**config.mk**
```make
export PLATFORM = sky130hd
export DESIGN_NAME = lcsd_lcd_driver
export DESIGN_NICKNAME = d
export VERILOG_FILES = /design/src/design/lcsd_lcd_driver.v /design/src/design/lcsd_charge_gen.v
export VERILOG_INCLUDE_DIRS = /design/src /design/src/inc
export SDC_FILE = /design/constraint.sdc
export NUM_CORES = 1
export LEC_CHECK = 0
export ABC_AREA = 1
export BUFFER_PORTS_ARGS = -buffer_cell sky130_fd_sc_hd__buf_2
export CAP_MARGIN = 20
export CORE_ASPECT_RATIO = 1.1
export CORE_MARGIN = 1
export CORE_UTILIZATION = 50
export CTS_BUF_LIST = sky130_fd_sc_hd__clkbuf_4
export DETAILED_ROUTE_END_ITERATION = 12
export PLACE_DENSITY = 0.71
export SLEW_MARGIN = 5
export SYNTH_ARGS = -nofsm -noshare
export SYNTH_HDL_FRONTEND = slang
export SYNTH_HIERARCHICAL = 1
export SYNTH_SLANG_ARGS = --single-unit
```
**constraint.sdc**
```tcl
create_clock -name clk_sys -period 2.05 [get_ports clk_sys]
set_input_delay 0.3075 -clock clk_sys [delete_from_list [all_inputs] [get_ports clk_sys]]
set_output_delay 0.3075 -clock clk_sys [all_outputs]
set_load 0.03 [all_outputs]
```
**src/inc/lcsd_map.vh**
```
// constants for the segment lcd scan and drive block
`ifndef LCSD_MAP_VH
`define LCSD_MAP_VH
`define LCSD_DUTY_STATIC 2'h0
`define LCSD_DUTY_HALF 2'h1
`define LCSD_DUTY_THIRD 2'h2
`define LCSD_DUTY_QUARTER 2'h3
`define LCSD_LVL_VSS 2'h0
`define LCSD_LVL_V3 2'h1
`define LCSD_LVL_V2 2'h2
`define LCSD_LVL_V1 2'h3
`define LCSD_CDS_ALWAYS 4'h0
`define LCSD_CDS_NEVER 4'h7
`define LCSD_CHG_STEPS 5'h1F
`define LCSD_SEG_GROUP 4
`define LCSD_NUM_SEG 40
`define LCSD_NUM_COM 4
`define LCSD_SUB_DIV_W 8
`define LCSD_SUB_DIV_W_W 5'h08
`define LCSD_SYS_DIV_W 8
`define LCSD_SYS_DIV_W_W 5'h08
`endif

```
**src/design/lcsd_lcd_driver.v**
```verilog
// segment lcd controller: frame timing, ram scan and drive levels
// Contract
// boost with static duty: all four commons carry the same waveform
// boost with 1/2 duty: common_output_1 wave on pins 1,2; com2 on 3,4
// two-bit duty select picks static, 1/2, 1/3 or 1/4 duty
// only segment drivers enabled by segment select field are active
// frame rate derives from the four-bit frame clock select
// waveform select bit picks A-type or B-type alternation
// display ram takes byte or word reads and writes like normal ram
// display starts by itself once activated, no extra command
// expansion enable with segment select 0000 uses the expanded map
// in charge period the split resistance is connected
// discharge follows charge; the two repeat continuously
// charge duty field sets ratio of charge to discharge
// output level per data bit, alternation M and duty
// subclock-only modes display only with subclock sources
// software retunes frame select when entering medium speed
// standby stops display and turns drive power off
// module standby gates the clock and stops display
// clearing activate halts block and powers off, keeps registers
// charge duty encoding: always, n/8, never, 1/16, 1/32
// frame clock encoding: subclock /1 /2 /4, system clock /2../256
// display data control 0 blanks output, 1 shows ram data
`default_nettype none
`include "lcsd_map.vh"
module lcsd_lcd_driver
#(
  parameter NUM_SEG = `LCSD_NUM_SEG, // segment outputs
  parameter RAM_WORDS = 20, // 16-bit words of display ram
  parameter AW = 5 // word address width
)
(
  input wire clk_sys, // system clock
  input wire rst_n, // async reset, active low
  input wire subclk_in, // subclock from pin, asynchronous
  input wire sysclk_run, // system clock source running
  input wire standby_mode, // standby power-down mode
  input wire module_standby, // module clock gated off
  input wire display_activate, // block operates
  input wire drive_power_switch, // drive power requested
  input wire display_data_control, // 1 show ram, 0 blank
  input wire [3:0] frame_clock_select, // frame clock source
  input wire duty_select_hi, // duty select msb
  input wire duty_select_lo, // duty select lsb
  input wire common_output_boost, // common drive boost
  input wire segment_expansion_enable, // external expansion map
  input wire [3:0] segment_select, // enabled segment groups
  input wire waveform_type_select, // 0 A wave, 1 B wave
  input wire [3:0] charge_duty_select, // charge duty
  input wire ram_req, // cpu ram access strobe
  input wire ram_we, // write when high
  input wire ram_word, // word access when high
  input wire [AW:0] ram_addr, // byte address
  input wire [15:0] ram_wdata, // write data
  output reg [15:0] ram_rdata, // read data
  output wire ram_ack, // access done, same cycle
  output reg [7:0] com_level, // 2 bits per common pin
  output reg [2*NUM_SEG-1:0] seg_level, // 2 bits per segment pin
  output reg [NUM_SEG-1:0] seg_enable, // segment driver on
  output reg alt_m, // alternation signal M
  output reg drive_power_on, // drive rail supply on
  output wire split_connect, // split resistance connected
  output reg display_running // scanning active
);
  ////////////////////////////////////////////////////////////////
  // display ram, byte addressed, little endian within a word
  reg [15:0] ram [0:RAM_WORDS-1];
  wire [AW-1:0] widx = ram_addr[AW:1];
  assign ram_ack = ram_req;
  always @(posedge clk_sys or negedge rst_n)
  begin
    if (!rst_n)
      ram_rdata <= 16'h0000;
    else if (ram_req && !ram_we && widx < RAM_WORDS)
    begin
      if (ram_word)
        ram_rdata <= ram[widx];
      else if (ram_addr[0])
        ram_rdata <= {8'h00, ram[widx][15:8]};
      else
        ram_rdata <= {8'h00, ram[widx][7:0]};
    end
  end
  genvar gi;
  generate
    for (gi = 0; gi < RAM_WORDS; gi = gi + 1)
    begin : g_ram
      always @(posedge clk_sys or negedge rst_n)
      begin
        if (!rst_n)
          ram[gi] <= 16'h0000;
        else if (ram_req && ram_we && widx == gi)
        begin
          if (ram_word || !ram_addr[0])
            ram[gi][7:0] <= ram_wdata[7:0];
          if (ram_word)
            ram[gi][15:8] <= ram_wdata[15:8];
          else if (ram_addr[0])
            ram[gi][15:8] <= ram_wdata[7:0];
        end
      end
    end
  endgenerate
  ////////////////////////////////////////////////////////////////
  // subclock synchroniser and edge detect
  reg sub_s1, sub_s2, sub_s3;
  always @(posedge clk_sys or negedge rst_n)
  begin
    if (!rst_n)
    begin
      sub_s1 <= 1'b0;
      sub_s2 <= 1'b0;
      sub_s3 <= 1'b0;
    end
    else
    begin
      sub_s1 <= subclk_in;
      sub_s2 <= sub_s1;
      sub_s3 <= sub_s2;
    end
  end
  wire sub_edge = sub_s2 & ~sub_s3;
  ////////////////////////////////////////////////////////////////
  // run gating: activate, standby and module standby all stop scan
  wire use_sys = frame_clock_select[3];
  wire src_ok = use_sys ? sysclk_run : 1'b1;
  wire run = display_activate & ~standby_mode & ~module_standby
    & src_ok;
  ////////////////////////////////////////////////////////////////
  // frame clock divider, one-cycle step pulse out
  reg [`LCSD_SYS_DIV_W-1:0] div_cnt;
  reg [4:0] div_log2;
  reg step;
  always @*
  begin
    if (use_sys)
      div_log2 = {2'h0, frame_clock_select[2:0]} + 5'h01;
    else if (frame_clock_select[1])
      div_log2 = 5'h02;
    else
      div_log2 = {4'h0, frame_clock_select[0]};
  end
  wire div_tick = use_sys ? 1'b1 : sub_edge;
  wire [`LCSD_SYS_DIV_W-1:0] div_top =
    (`LCSD_SYS_DIV_W'h1 << div_log2) - `LCSD_SYS_DIV_W'h1;
  always @(posedge clk_sys or negedge rst_n)
  begin
    if (!rst_n)
    begin
      div_cnt <= {`LCSD_SYS_DIV_W{1'b0}};
      step <= 1'b0;
    end
    else if (!run)
    begin
      div_cnt <= {`LCSD_SYS_DIV_W{1'b0}};
      step <= 1'b0;
    end
    else
    begin
      step <= 1'b0;
      if (div_tick)
      begin
        if (div_cnt >= div_top)
        begin
          div_cnt <= {`LCSD_SYS_DIV_W{1'b0}};
          step <= 1'b1;
        end
        else
          div_cnt <= div_cnt + `LCSD_SYS_DIV_W'h1;
      end
    end
  end
  ////////////////////////////////////////////////////////////////
  // common scan and alternation
  wire [1:0] duty = {duty_select_hi, duty_select_lo};
  reg [1:0] com_idx;
  wire [1:0] com_last = duty; // static 0, 1/2 1, 1/3 2, 1/4 3
  always @(posedge clk_sys or negedge rst_n)
  begin
    if (!rst_n)
    begin
      com_idx <= 2'h0;
      alt_m <= 1'b0;
      display_running <= 1'b0;
    end
    else if (!run)
    begin
      com_idx <= 2'h0;
      alt_m <= 1'b0;
      display_running <= 1'b0;
    end
    else
    begin
      display_running <= 1'b1;
      if (step)
      begin
        if (waveform_type_select)
        begin
          // B wave flips M once per frame
          if (com_idx >= com_last)
          begin
            com_idx <= 2'h0;
            alt_m <= ~alt_m;
          end
          else
            com_idx <= com_idx + 2'h1;
        end
        else
        begin
          // A wave flips M each step, advances common on M=1
          alt_m <= ~alt_m;
          if (alt_m)
            com_idx <= (com_idx >= com_last) ? 2'h0 : com_idx + 2'h1;
        end
      end
    end
  end
  ////////////////////////////////////////////////////////////////
  // output levels
  function [1:0] com_lv;
    input sel;
    input m;
    input [1:0] d;
    begin
      if (sel)
        com_lv = m ? `LCSD_LVL_VSS : `LCSD_LVL_V1;
      else if (d == `LCSD_DUTY_STATIC)
        com_lv = m ? `LCSD_LVL_VSS : `LCSD_LVL_V1;
      else if (d == `LCSD_DUTY_HALF)
        com_lv = `LCSD_LVL_V2;
      else
        com_lv = m ? `LCSD_LVL_V2 : `LCSD_LVL_V3;
    end
  endfunction
  function [1:0] seg_lv;
    input on;
    input m;
    input [1:0] d;
    begin
      if (on)
        seg_lv = m ? `LCSD_LVL_V1 : `LCSD_LVL_VSS;
      else if (d == `LCSD_DUTY_STATIC || d == `LCSD_DUTY_HALF)
        seg_lv = m ? `LCSD_LVL_VSS : `LCSD_LVL_V1;
      else
        seg_lv = m ? `LCSD_LVL_V3 : `LCSD_LVL_V2;
    end
  endfunction
  // expanded map: expansion enable together with segment_select 0000;
  // on-chip segment drivers then stay disabled
  wire expanded = segment_expansion_enable &&
    (segment_select == 4'h0);
  reg [7:0] next_com;
  integer ci;
  always @*
  begin
    next_com = 8'h00;
    for (ci = 0; ci < `LCSD_NUM_COM; ci = ci + 1)
    begin
      if (common_output_boost && duty == `LCSD_DUTY_STATIC)
        next_com[2*ci +: 2] = com_lv(1'b1, alt_m, duty);
      else if (common_output_boost && duty == `LCSD_DUTY_HALF)
        next_com[2*ci +: 2] = com_lv(com_idx == ci[2:1], alt_m,
          duty);
      else if (ci[1:0] > com_last)
        next_com[2*ci +: 2] = com_lv(1'b0, alt_m, duty);
      else
        next_com[2*ci +: 2] = com_lv(com_idx == ci[1:0], alt_m, duty);
    end
  end
  // segment s, common c: byte s/2, nibble s%2, bit c
  generate
    for (gi = 0; gi < NUM_SEG; gi = gi + 1)
    begin : g_seg
      wire [15:0] w = ram[gi / 4];
      wire [3:0] nib = w[4 * (gi % 4) +: 4];
      wire bit_on = nib[com_idx] & display_data_control;
      wire en = !expanded &&
        ((gi / `LCSD_SEG_GROUP) < {segment_select, 1'b0});
      always @(posedge clk_sys or negedge rst_n)
      begin
        if (!rst_n)
        begin
          seg_level[2*gi +: 2] <= `LCSD_LVL_VSS;
          seg_enable[gi] <= 1'b0;
        end
        else if (!run)
        begin
          seg_level[2*gi +: 2] <= `LCSD_LVL_VSS;
          seg_enable[gi] <= 1'b0;
        end
        else
        begin
          seg_level[2*gi +: 2] <= seg_lv(bit_on, alt_m, duty);
          seg_enable[gi] <= en & (segment_select != 4'h0);
        end
      end
    end
  endgenerate
  always @(posedge clk_sys or negedge rst_n)
  begin
    if (!rst_n)
    begin
      com_level <= 8'h00;
      drive_power_on <= 1'b0;
    end
    else
    begin
      com_level <= run ? next_com : 8'h00;
      drive_power_on <= run & drive_power_switch;
    end
  end
  ////////////////////////////////////////////////////////////////
  lcsd_charge_gen u_charge
  (
    .clk_sys(clk_sys),
    .rst_n(rst_n),
    .run(run & drive_power_switch),
    .step(step),
    .charge_duty_select(charge_duty_select),
    .charge_period(split_connect)
  );
endmodule
`default_nettype wire

```
**src/design/lcsd_charge_gen.v**
```verilog
// charge and discharge pulse generator for the drive rail capacitors
`default_nettype none
module lcsd_charge_gen
(
  input wire clk_sys, // system clock
  input wire rst_n, // async reset, active low
  input wire run, // block active
  input wire step, // one pulse per charge step
  input wire [3:0] charge_duty_select, // charge to discharge ratio
  output reg charge_period // split resistance connected
);
`include "lcsd_map.vh"
  reg [4:0] phase;
  reg [4:0] limit;
  reg next_charge;
  ////////////////////////////////////////////////////////////////
  // phase counter wraps every 8, 16 or 32 steps
  always @*
  begin
    limit = 5'h07;
    if (charge_duty_select[3])
      limit = charge_duty_select[2] ? 5'h1F : 5'h0F;
  end
  always @*
  begin
    next_charge = 1'b0;
    if (charge_duty_select == `LCSD_CDS_ALWAYS)
      next_charge = 1'b1;
    else if (charge_duty_select == `LCSD_CDS_NEVER)
      next_charge = 1'b0;
    else if (charge_duty_select[3])
      next_charge = (phase == 5'h00);
    else
      next_charge = (phase < {2'h0, charge_duty_select[2:0]});
  end
  always @(posedge clk_sys or negedge rst_n)
  begin
    if (!rst_n)
    begin
      phase <= 5'h00;
      charge_period <= 1'b0;
    end
    else if (!run)
    begin
      phase <= 5'h00;
      charge_period <= 1'b0;
    end
    else
    begin
      if (step)
        phase <= (phase >= limit) ? 5'h00 : phase + 5'h01;
      charge_period <= next_charge;
    end
  end
endmodule
`default_nettype wire

```
* Word level (Yosys, flattened, before mapping)
Cells that the tools add are included.
** Operators by class
- Reduce and logical (&&, ||, !) cells :: 91
- Bitwise operators :: 60
- Shifts and indexed selects :: 1
- Magnitude comparators :: 21
- Mux-type cells :: 230
- Eq/ne operators :: 29
- $add $sub $neg :: 5
** Operators with widths (number)
- 2-to-1 mux 2 bit :: 109
- AND reduction 2 bit :: 42
- binary-select mux 1 bit (select 2 bit) :: 40
- binary-select mux 16 bit (select 5 bit) :: 1
- 2-to-1 mux 1 bit :: 64
- 2-to-1 mux 8 bit :: 7
- AND 1 bit :: 55
- 2-to-1 mux 16 bit :: 3
- equality test 5 x 4 -> 1 bit (second input constant) :: 8
- logical AND 1 bit :: 36
- 2-to-1 mux 5 bit :: 5
- equality test 5 x 3 -> 1 bit (second input constant) :: 4
- equality test 5 bit (second input constant) :: 4
- < comparator 3 x 5 -> 1 bit (first input constant) :: 4
- equality test 5 x 2 -> 1 bit (second input constant) :: 2
- logical NOT 5 bit :: 2
- < comparator 1 x 5 -> 1 bit (first input constant) :: 2
- < comparator 2 x 5 -> 1 bit (first input constant) :: 2
- < comparator 4 x 5 -> 1 bit (first input constant) :: 2
- adder 8 x 1 -> 8 bit (second input constant) :: 1
- >= comparator 8 bit :: 1
- logical NOT 4 bit :: 2
- << shifter 1 x 5 -> 8 bit (first input constant) :: 1
- subtractor 8 x 1 -> 8 bit (second input constant) :: 1
- other kinds (27) :: 39
** Word-level totals
- Bits in registers :: 457
- Bits of input ports :: 51
- Word-level logic and storage cells :: 540
- Output and inout port bits :: 149

* Logic depth before layout (Yosys ltp)
- Depth after elaboration :: 8
- Gate-level depth with buffers :: 20
- Depth with buffers taken out :: 20

* Cells and area by module
Netlist, hierarchy kept.
** Modules (own cells, without submodules)
- lcsd_lcd_driver :: area each 21894.7 um2, sequential area each 11160.7 um2, cells each 2926, times used 1
- lcsd_charge_gen :: area each 473.0 um2, sequential area each 150.1 um2, cells each 66, times used 1

* Least setup slack after synthesis
OpenSTA, ideal clock, no wires.
- Kind :: input-to-reg
- Start point :: input port frame_clock_select[1]
- End point :: register div_cnt[1]
- Setup time :: 128 ps
- Data arrival time :: 2584 ps
- Buffers on the path :: 0
- Slack :: -662 ps
- Data required time :: 1922 ps
- Cell stages on the path :: 18
- Cells stage by stage :: inv_1 ha_1 o21ai_0 nand2_1 nor2_1 inv_1 ha_1 nand3_1 nor2_1 xnor2_1 ha_1 inv_1 nor3_1 nand4_1 nand4_1 inv_1 nand2_1 o21ai_0
** Between the ends
- Word-level cells in the longest chain between the ends :: 8
- Elaborated cells on any way between the ends :: 9
- Classes of those cells :: add/sub (2); order compare (1); shift (1); mux (5)
** Ends and longest elaborated chain
- start: declaration :: line lcsd_lcd_driver.v:42 : input wire [3:0] frame_clock_select,
- adder 3 x 1 -> 4 bit / 2-to-1 mux 2 bit (equally long branches) :: line lcsd_lcd_driver.v:137, lcsd_lcd_driver.v:138
- 2-to-1 mux 4 bit * :: line lcsd_lcd_driver.v:136 : if (use_sys)
- << shifter 1 x 5 -> 8 bit (no line) *
- subtractor 8 x 1 -> 8 bit * :: line lcsd_lcd_driver.v:145 : (`LCSD_SYS_DIV_W'h1 << div_log2) - `LCSD_SYS_DIV_W'h1;
- >= comparator 8 bit * :: line lcsd_lcd_driver.v:163 : if (div_cnt >= div_top)
- 2-to-1 mux 8 bit * :: line lcsd_lcd_driver.v:163
- 2-to-1 mux 8 bit * :: line lcsd_lcd_driver.v:161 : if (div_tick)
- 2-to-1 mux 8 bit * :: line lcsd_lcd_driver.v:153 : else if (!run)
- end signal: assignment :: line lcsd_lcd_driver.v:155 : div_cnt <= {`LCSD_SYS_DIV_W{1'b0}};
- end signal: assignment :: line lcsd_lcd_driver.v:165 : div_cnt <= {`LCSD_SYS_DIV_W{1'b0}};
- end signal: assignment :: line lcsd_lcd_driver.v:169 : div_cnt <= div_cnt + `LCSD_SYS_DIV_W'h1;
- end: declaration :: line lcsd_lcd_driver.v:131 : reg [`LCSD_SYS_DIV_W-1:0] div_cnt;
Mark *: on every way between the ends. The rest lies on a longest branch, timed or not. The select of a mux whose other input is x is not followed.
A chain may end at the register's enable or synchronous reset.

* Worst setup path after layout
- Start point :: input port module_standby
- End point :: register seg_enable[3]
** Between the ends
- Word-level cells in the longest chain between the ends :: 4
** Ends and longest elaborated chain
- start: declaration :: line lcsd_lcd_driver.v:38 : input wire module_standby,
- NOT 1 bit :: line lcsd_lcd_driver.v:127 : wire run = display_activate & ~standby_mode & ~module_standby
- AND 1 bit :: line lcsd_lcd_driver.v:127
- AND 1 bit :: line lcsd_lcd_driver.v:128 : & src_ok;
- 2-to-1 mux 1 bit :: line lcsd_lcd_driver.v:286 : else if (!run)
- end signal: indexed assignment :: line lcsd_lcd_driver.v:294 : seg_enable[gi] <= en & (segment_select != 4'h0);
- end: declaration :: line lcsd_lcd_driver.v:59 : output reg [NUM_SEG-1:0] seg_enable,
No other way between the ends.

==> run metrics <==
status finished, final reports clean; Setup WS pre-CTS -922 ps; Final Hold Viols 0; Yosys top cell by area dfrtp_1; initial DRC count 2042; f_max between 0.4 and 0.5 GHz; Peak VDD IR 0.509 mV; worst skew pair latency between 800 and 900 ps; top area cells in the synthesized netlist dfrtp_1 51%, nand2_1 20%, o21ai_0 9.5%, nor2_1 5.6%, a21oi_1 1.9%; crit path buf inv count 7; critical path launch point type primary input; most frequent cell after synthesis nand2_1; Setup-failing EPs final 0; Routed WL 65200 µm; remaining antenna violation count 0; Root Driver clkbuf_4; setup total negative slack 0 ps; Post-synth EDFFs 0; Worst EP required ~2900 ps; worst hold-check path type in2reg; post-synthesis average cell area 7.48 µm²; Post-synth ARST share 100%; Die H between 200 and 250 µm; pin count of the biggest net entering global routing 85; final worst slack around 26 ps; Residual DRC 0; Setup CP Type in2reg; MaxCap Viol Count 0; Distinct cells, synth 37; unrepaired setup endpoints after global routing true; Sink Count roughly 450; port bufs 198; post-synthesis instance total 2992; CP Capture Type register; Fillers 3928; fin nets 3369; Yosys top cell area share 50.6%; TritonCTS buffer count 115; first-pass GRT wire length 105000 µm; fin area 26600 µm²; first-pass iteration count of the detailed router 7; Synth top cells by count 1171 x nand2_1, 452 x dfrtp_1, 423 x o21ai_0; area of placed instances ~25000 µm²; GR Util All Layers 29.1%; clk_skew between 40 and 50 ps; full die area ~46000 µm²; Leakage 13.8 nW; Vias per Instance 5.37; Cell Pwr Density a little under 800 nW/µm²; vias in the first global route between 20000 and 25000; H-tree Lvls 3; Post-Synthesis Cell Area 22400 µm²; yosys warns 6; DR WL/cell 16.5 µm; Starting Density 51.1%; IO Count 200; share of cells above drive strength 1 17.4%; number of buffers on the longest clock path 3; CP arrival 2830 ps; Final Cycle Share 98.7%; min cycle time layout 2020 ps; initial antenna violation count 2; synthesized flop and latch total 452; die width 204 µm; routability cong. ~0.93; main flop type after synthesis dfrtp_1; Worst Tran Pin Value between 800 and 900 ps; Area Overhead vs Synth 19.1%; via count 21200; gr ovfl total 0; Crit path largest cell delay 580 ps; detailed placer's ending HPWL 43000 µm; headroom to the max-slew limit 46.4%; CTS tree yes; overall power 0.0210 W; most used cell, CP dlygate4sd3_1; number of core rows 80; Core ar. 43700 µm²; critical path fanouts, max 8; Seq/Total Area, Yosys 50.6%; Max Slew Vio Count 0; Worst-path clk slew around 70 ps; family with the most delay on the worst path buffers and inverters; CP max stage cell dlygate4sd3_1; cells along the critical path dlygate4sd3_1 > buf_2 > inv_1 > nand2_1 > dlygate4sd3_1 > nor2_4 > inv_1 > buf_4 > a31oi_1 > dlygate4sd3_1; Post-Syn Nets 3070
-- worst paths after layout --
kind / startpoint / end / slack, ps / cells past startpoint
worst max-delay path: module_standby / seg_enable[3]$_DFF_PN0_ / 30 / 10
worst min-delay path: ram_addr[1] / g_seg[10].w[12]$_DFFE_PN0P_ / 60 / 5
worst max register to register: com_idx[1]$_DFFE_PN0P_ / seg_level[23]$_DFF_PN0_ / 100 / 8
worst min register to register: sub_s1$_DFF_PN0_ / sub_s2$_DFF_PN0_ / 380 / 0
max in group asynchronous: rst_n / ram[93]$_DFFE_PN0P_ / 980 / 4
min in group asynchronous: rst_n / g_seg[20].w[8]$_DFFE_PN0P_ / 590 / 4
-- worst register-to-register path, delay by kind of cell (launching register included) --
family                 cells  cell delay (ps)
buffers and inverters      2              480
AOI/OAI and AO/OA          2              520
DFF                        1              470
and+or+nand+nor            4              390
-- layout make-up --
cell class	count	area, µm²	area share [%]
Sequential cell	452	11300	42.5
Clock inverter	50	211	0.794
Clock buffer	153	1150	4.31
Multi-Input combinational cell	2230	9820	36.9
Timing Repair Buffer	402	3070	11.5
Tap cell	574	718	2.70
Inverter	90	338	1.27
Antenna cell	2	5.00	0.0188
-- cell usage in the layout, fill, tap and decap left out, types with 2 or more instances in the layout --
cell type and n:
a21oi_2 7, nor2_2 10, nor3_4 3, nand4_1 12
dfrtp_2 2, nand3_1 74, clkinv_2 8, o22ai_1 4
nor2_1 327, inv_1 77, o211ai_1 2, a31oi_1 3
diode_2 2, nand3_2 6, inv_2 13, xor2_1 6
o21ai_1 43, a22oi_1 16, dlygate4sd3_1 44, buf_6 2
buf_12 32, nand2_1 1168, o21ai_2 2, dfrtp_1 450
nand2_2 5, clkbuf_4 153, buf_4 127, nor2_4 6
nor3_2 4, buf_8 3, xnor2_1 3, ha_1 24
ha_4 2, o21ai_0 410, buf_2 194, nor3_1 7
clkinv_1 39, inv_6 2, a21oi_1 77
-- cell families after synthesis --
family / count (synthesis) / share of synthesized area [%]
compound gates: 567 / 13.0
xor+xnor: 9 / 0.352
fa+ha+maj: 27 / 1.51
buf+inv: 310 / 6.15
flops: 452 / 50.6
mux: 2 / 0.0951
simple gates: 1625 / 28.4
-- layer usage --
layer	up-vias	wire length, µm	GRT usage, %
li1	10200	-	-
met1	9978	28200	39.5
met2	953	29700	45.8
met3	135	5420	5.56
met4	0	1870	11.5
met5	-	0	0
-- where the power goes --
part | leakage (nW) | switching, W | internal (W)
Combinational | 6.84 | 0.00226 | 0.00126
Sequential | 6.11 | 0.000554 | 0.00977
Clock | 0.811 | 0.00371 | 0.00348
Total | 13.8 | 0.00653 | 0.0145
-- state kept, by name (all words and copies together), names as in the netlist, 2 cells and up --
register / count
u_charge/phase: 5
ram: 160
com_idx: 2
ram_rdata: 16
seg_enable: 5
seg_level: 80
div_cnt: 8
g_seg.w: 160
com_level: 8
-- per-stage QoR --
| step | utilization [%] | std cells | hold slack (ps) |
|---|---|---|---|
| after floorplan | - | 2992 | 11.9 |
| after global placement | 56.3 | 3698 | 205 |
| after detailed placement | 56.3 | 3698 | 211 |
| after CTS | 60.5 | 3947 | 12.4 |
| after global routing | 60.9 | 3953 | 74.5 |
| final | 60.9 | 3953 | 55.6 |
-- timing repair --
action | CTS | global route
buffers inserted | 1 | 4
hold buffers | 45 | 0
endpoints found under the setup margin | 2 | 25
endpoints found under the hold margin | 757 | 0
pin swaps | 5 | 17
gates resized for setup | 0 | 37
Note: power is estimated with default switching activity, not from simulation.
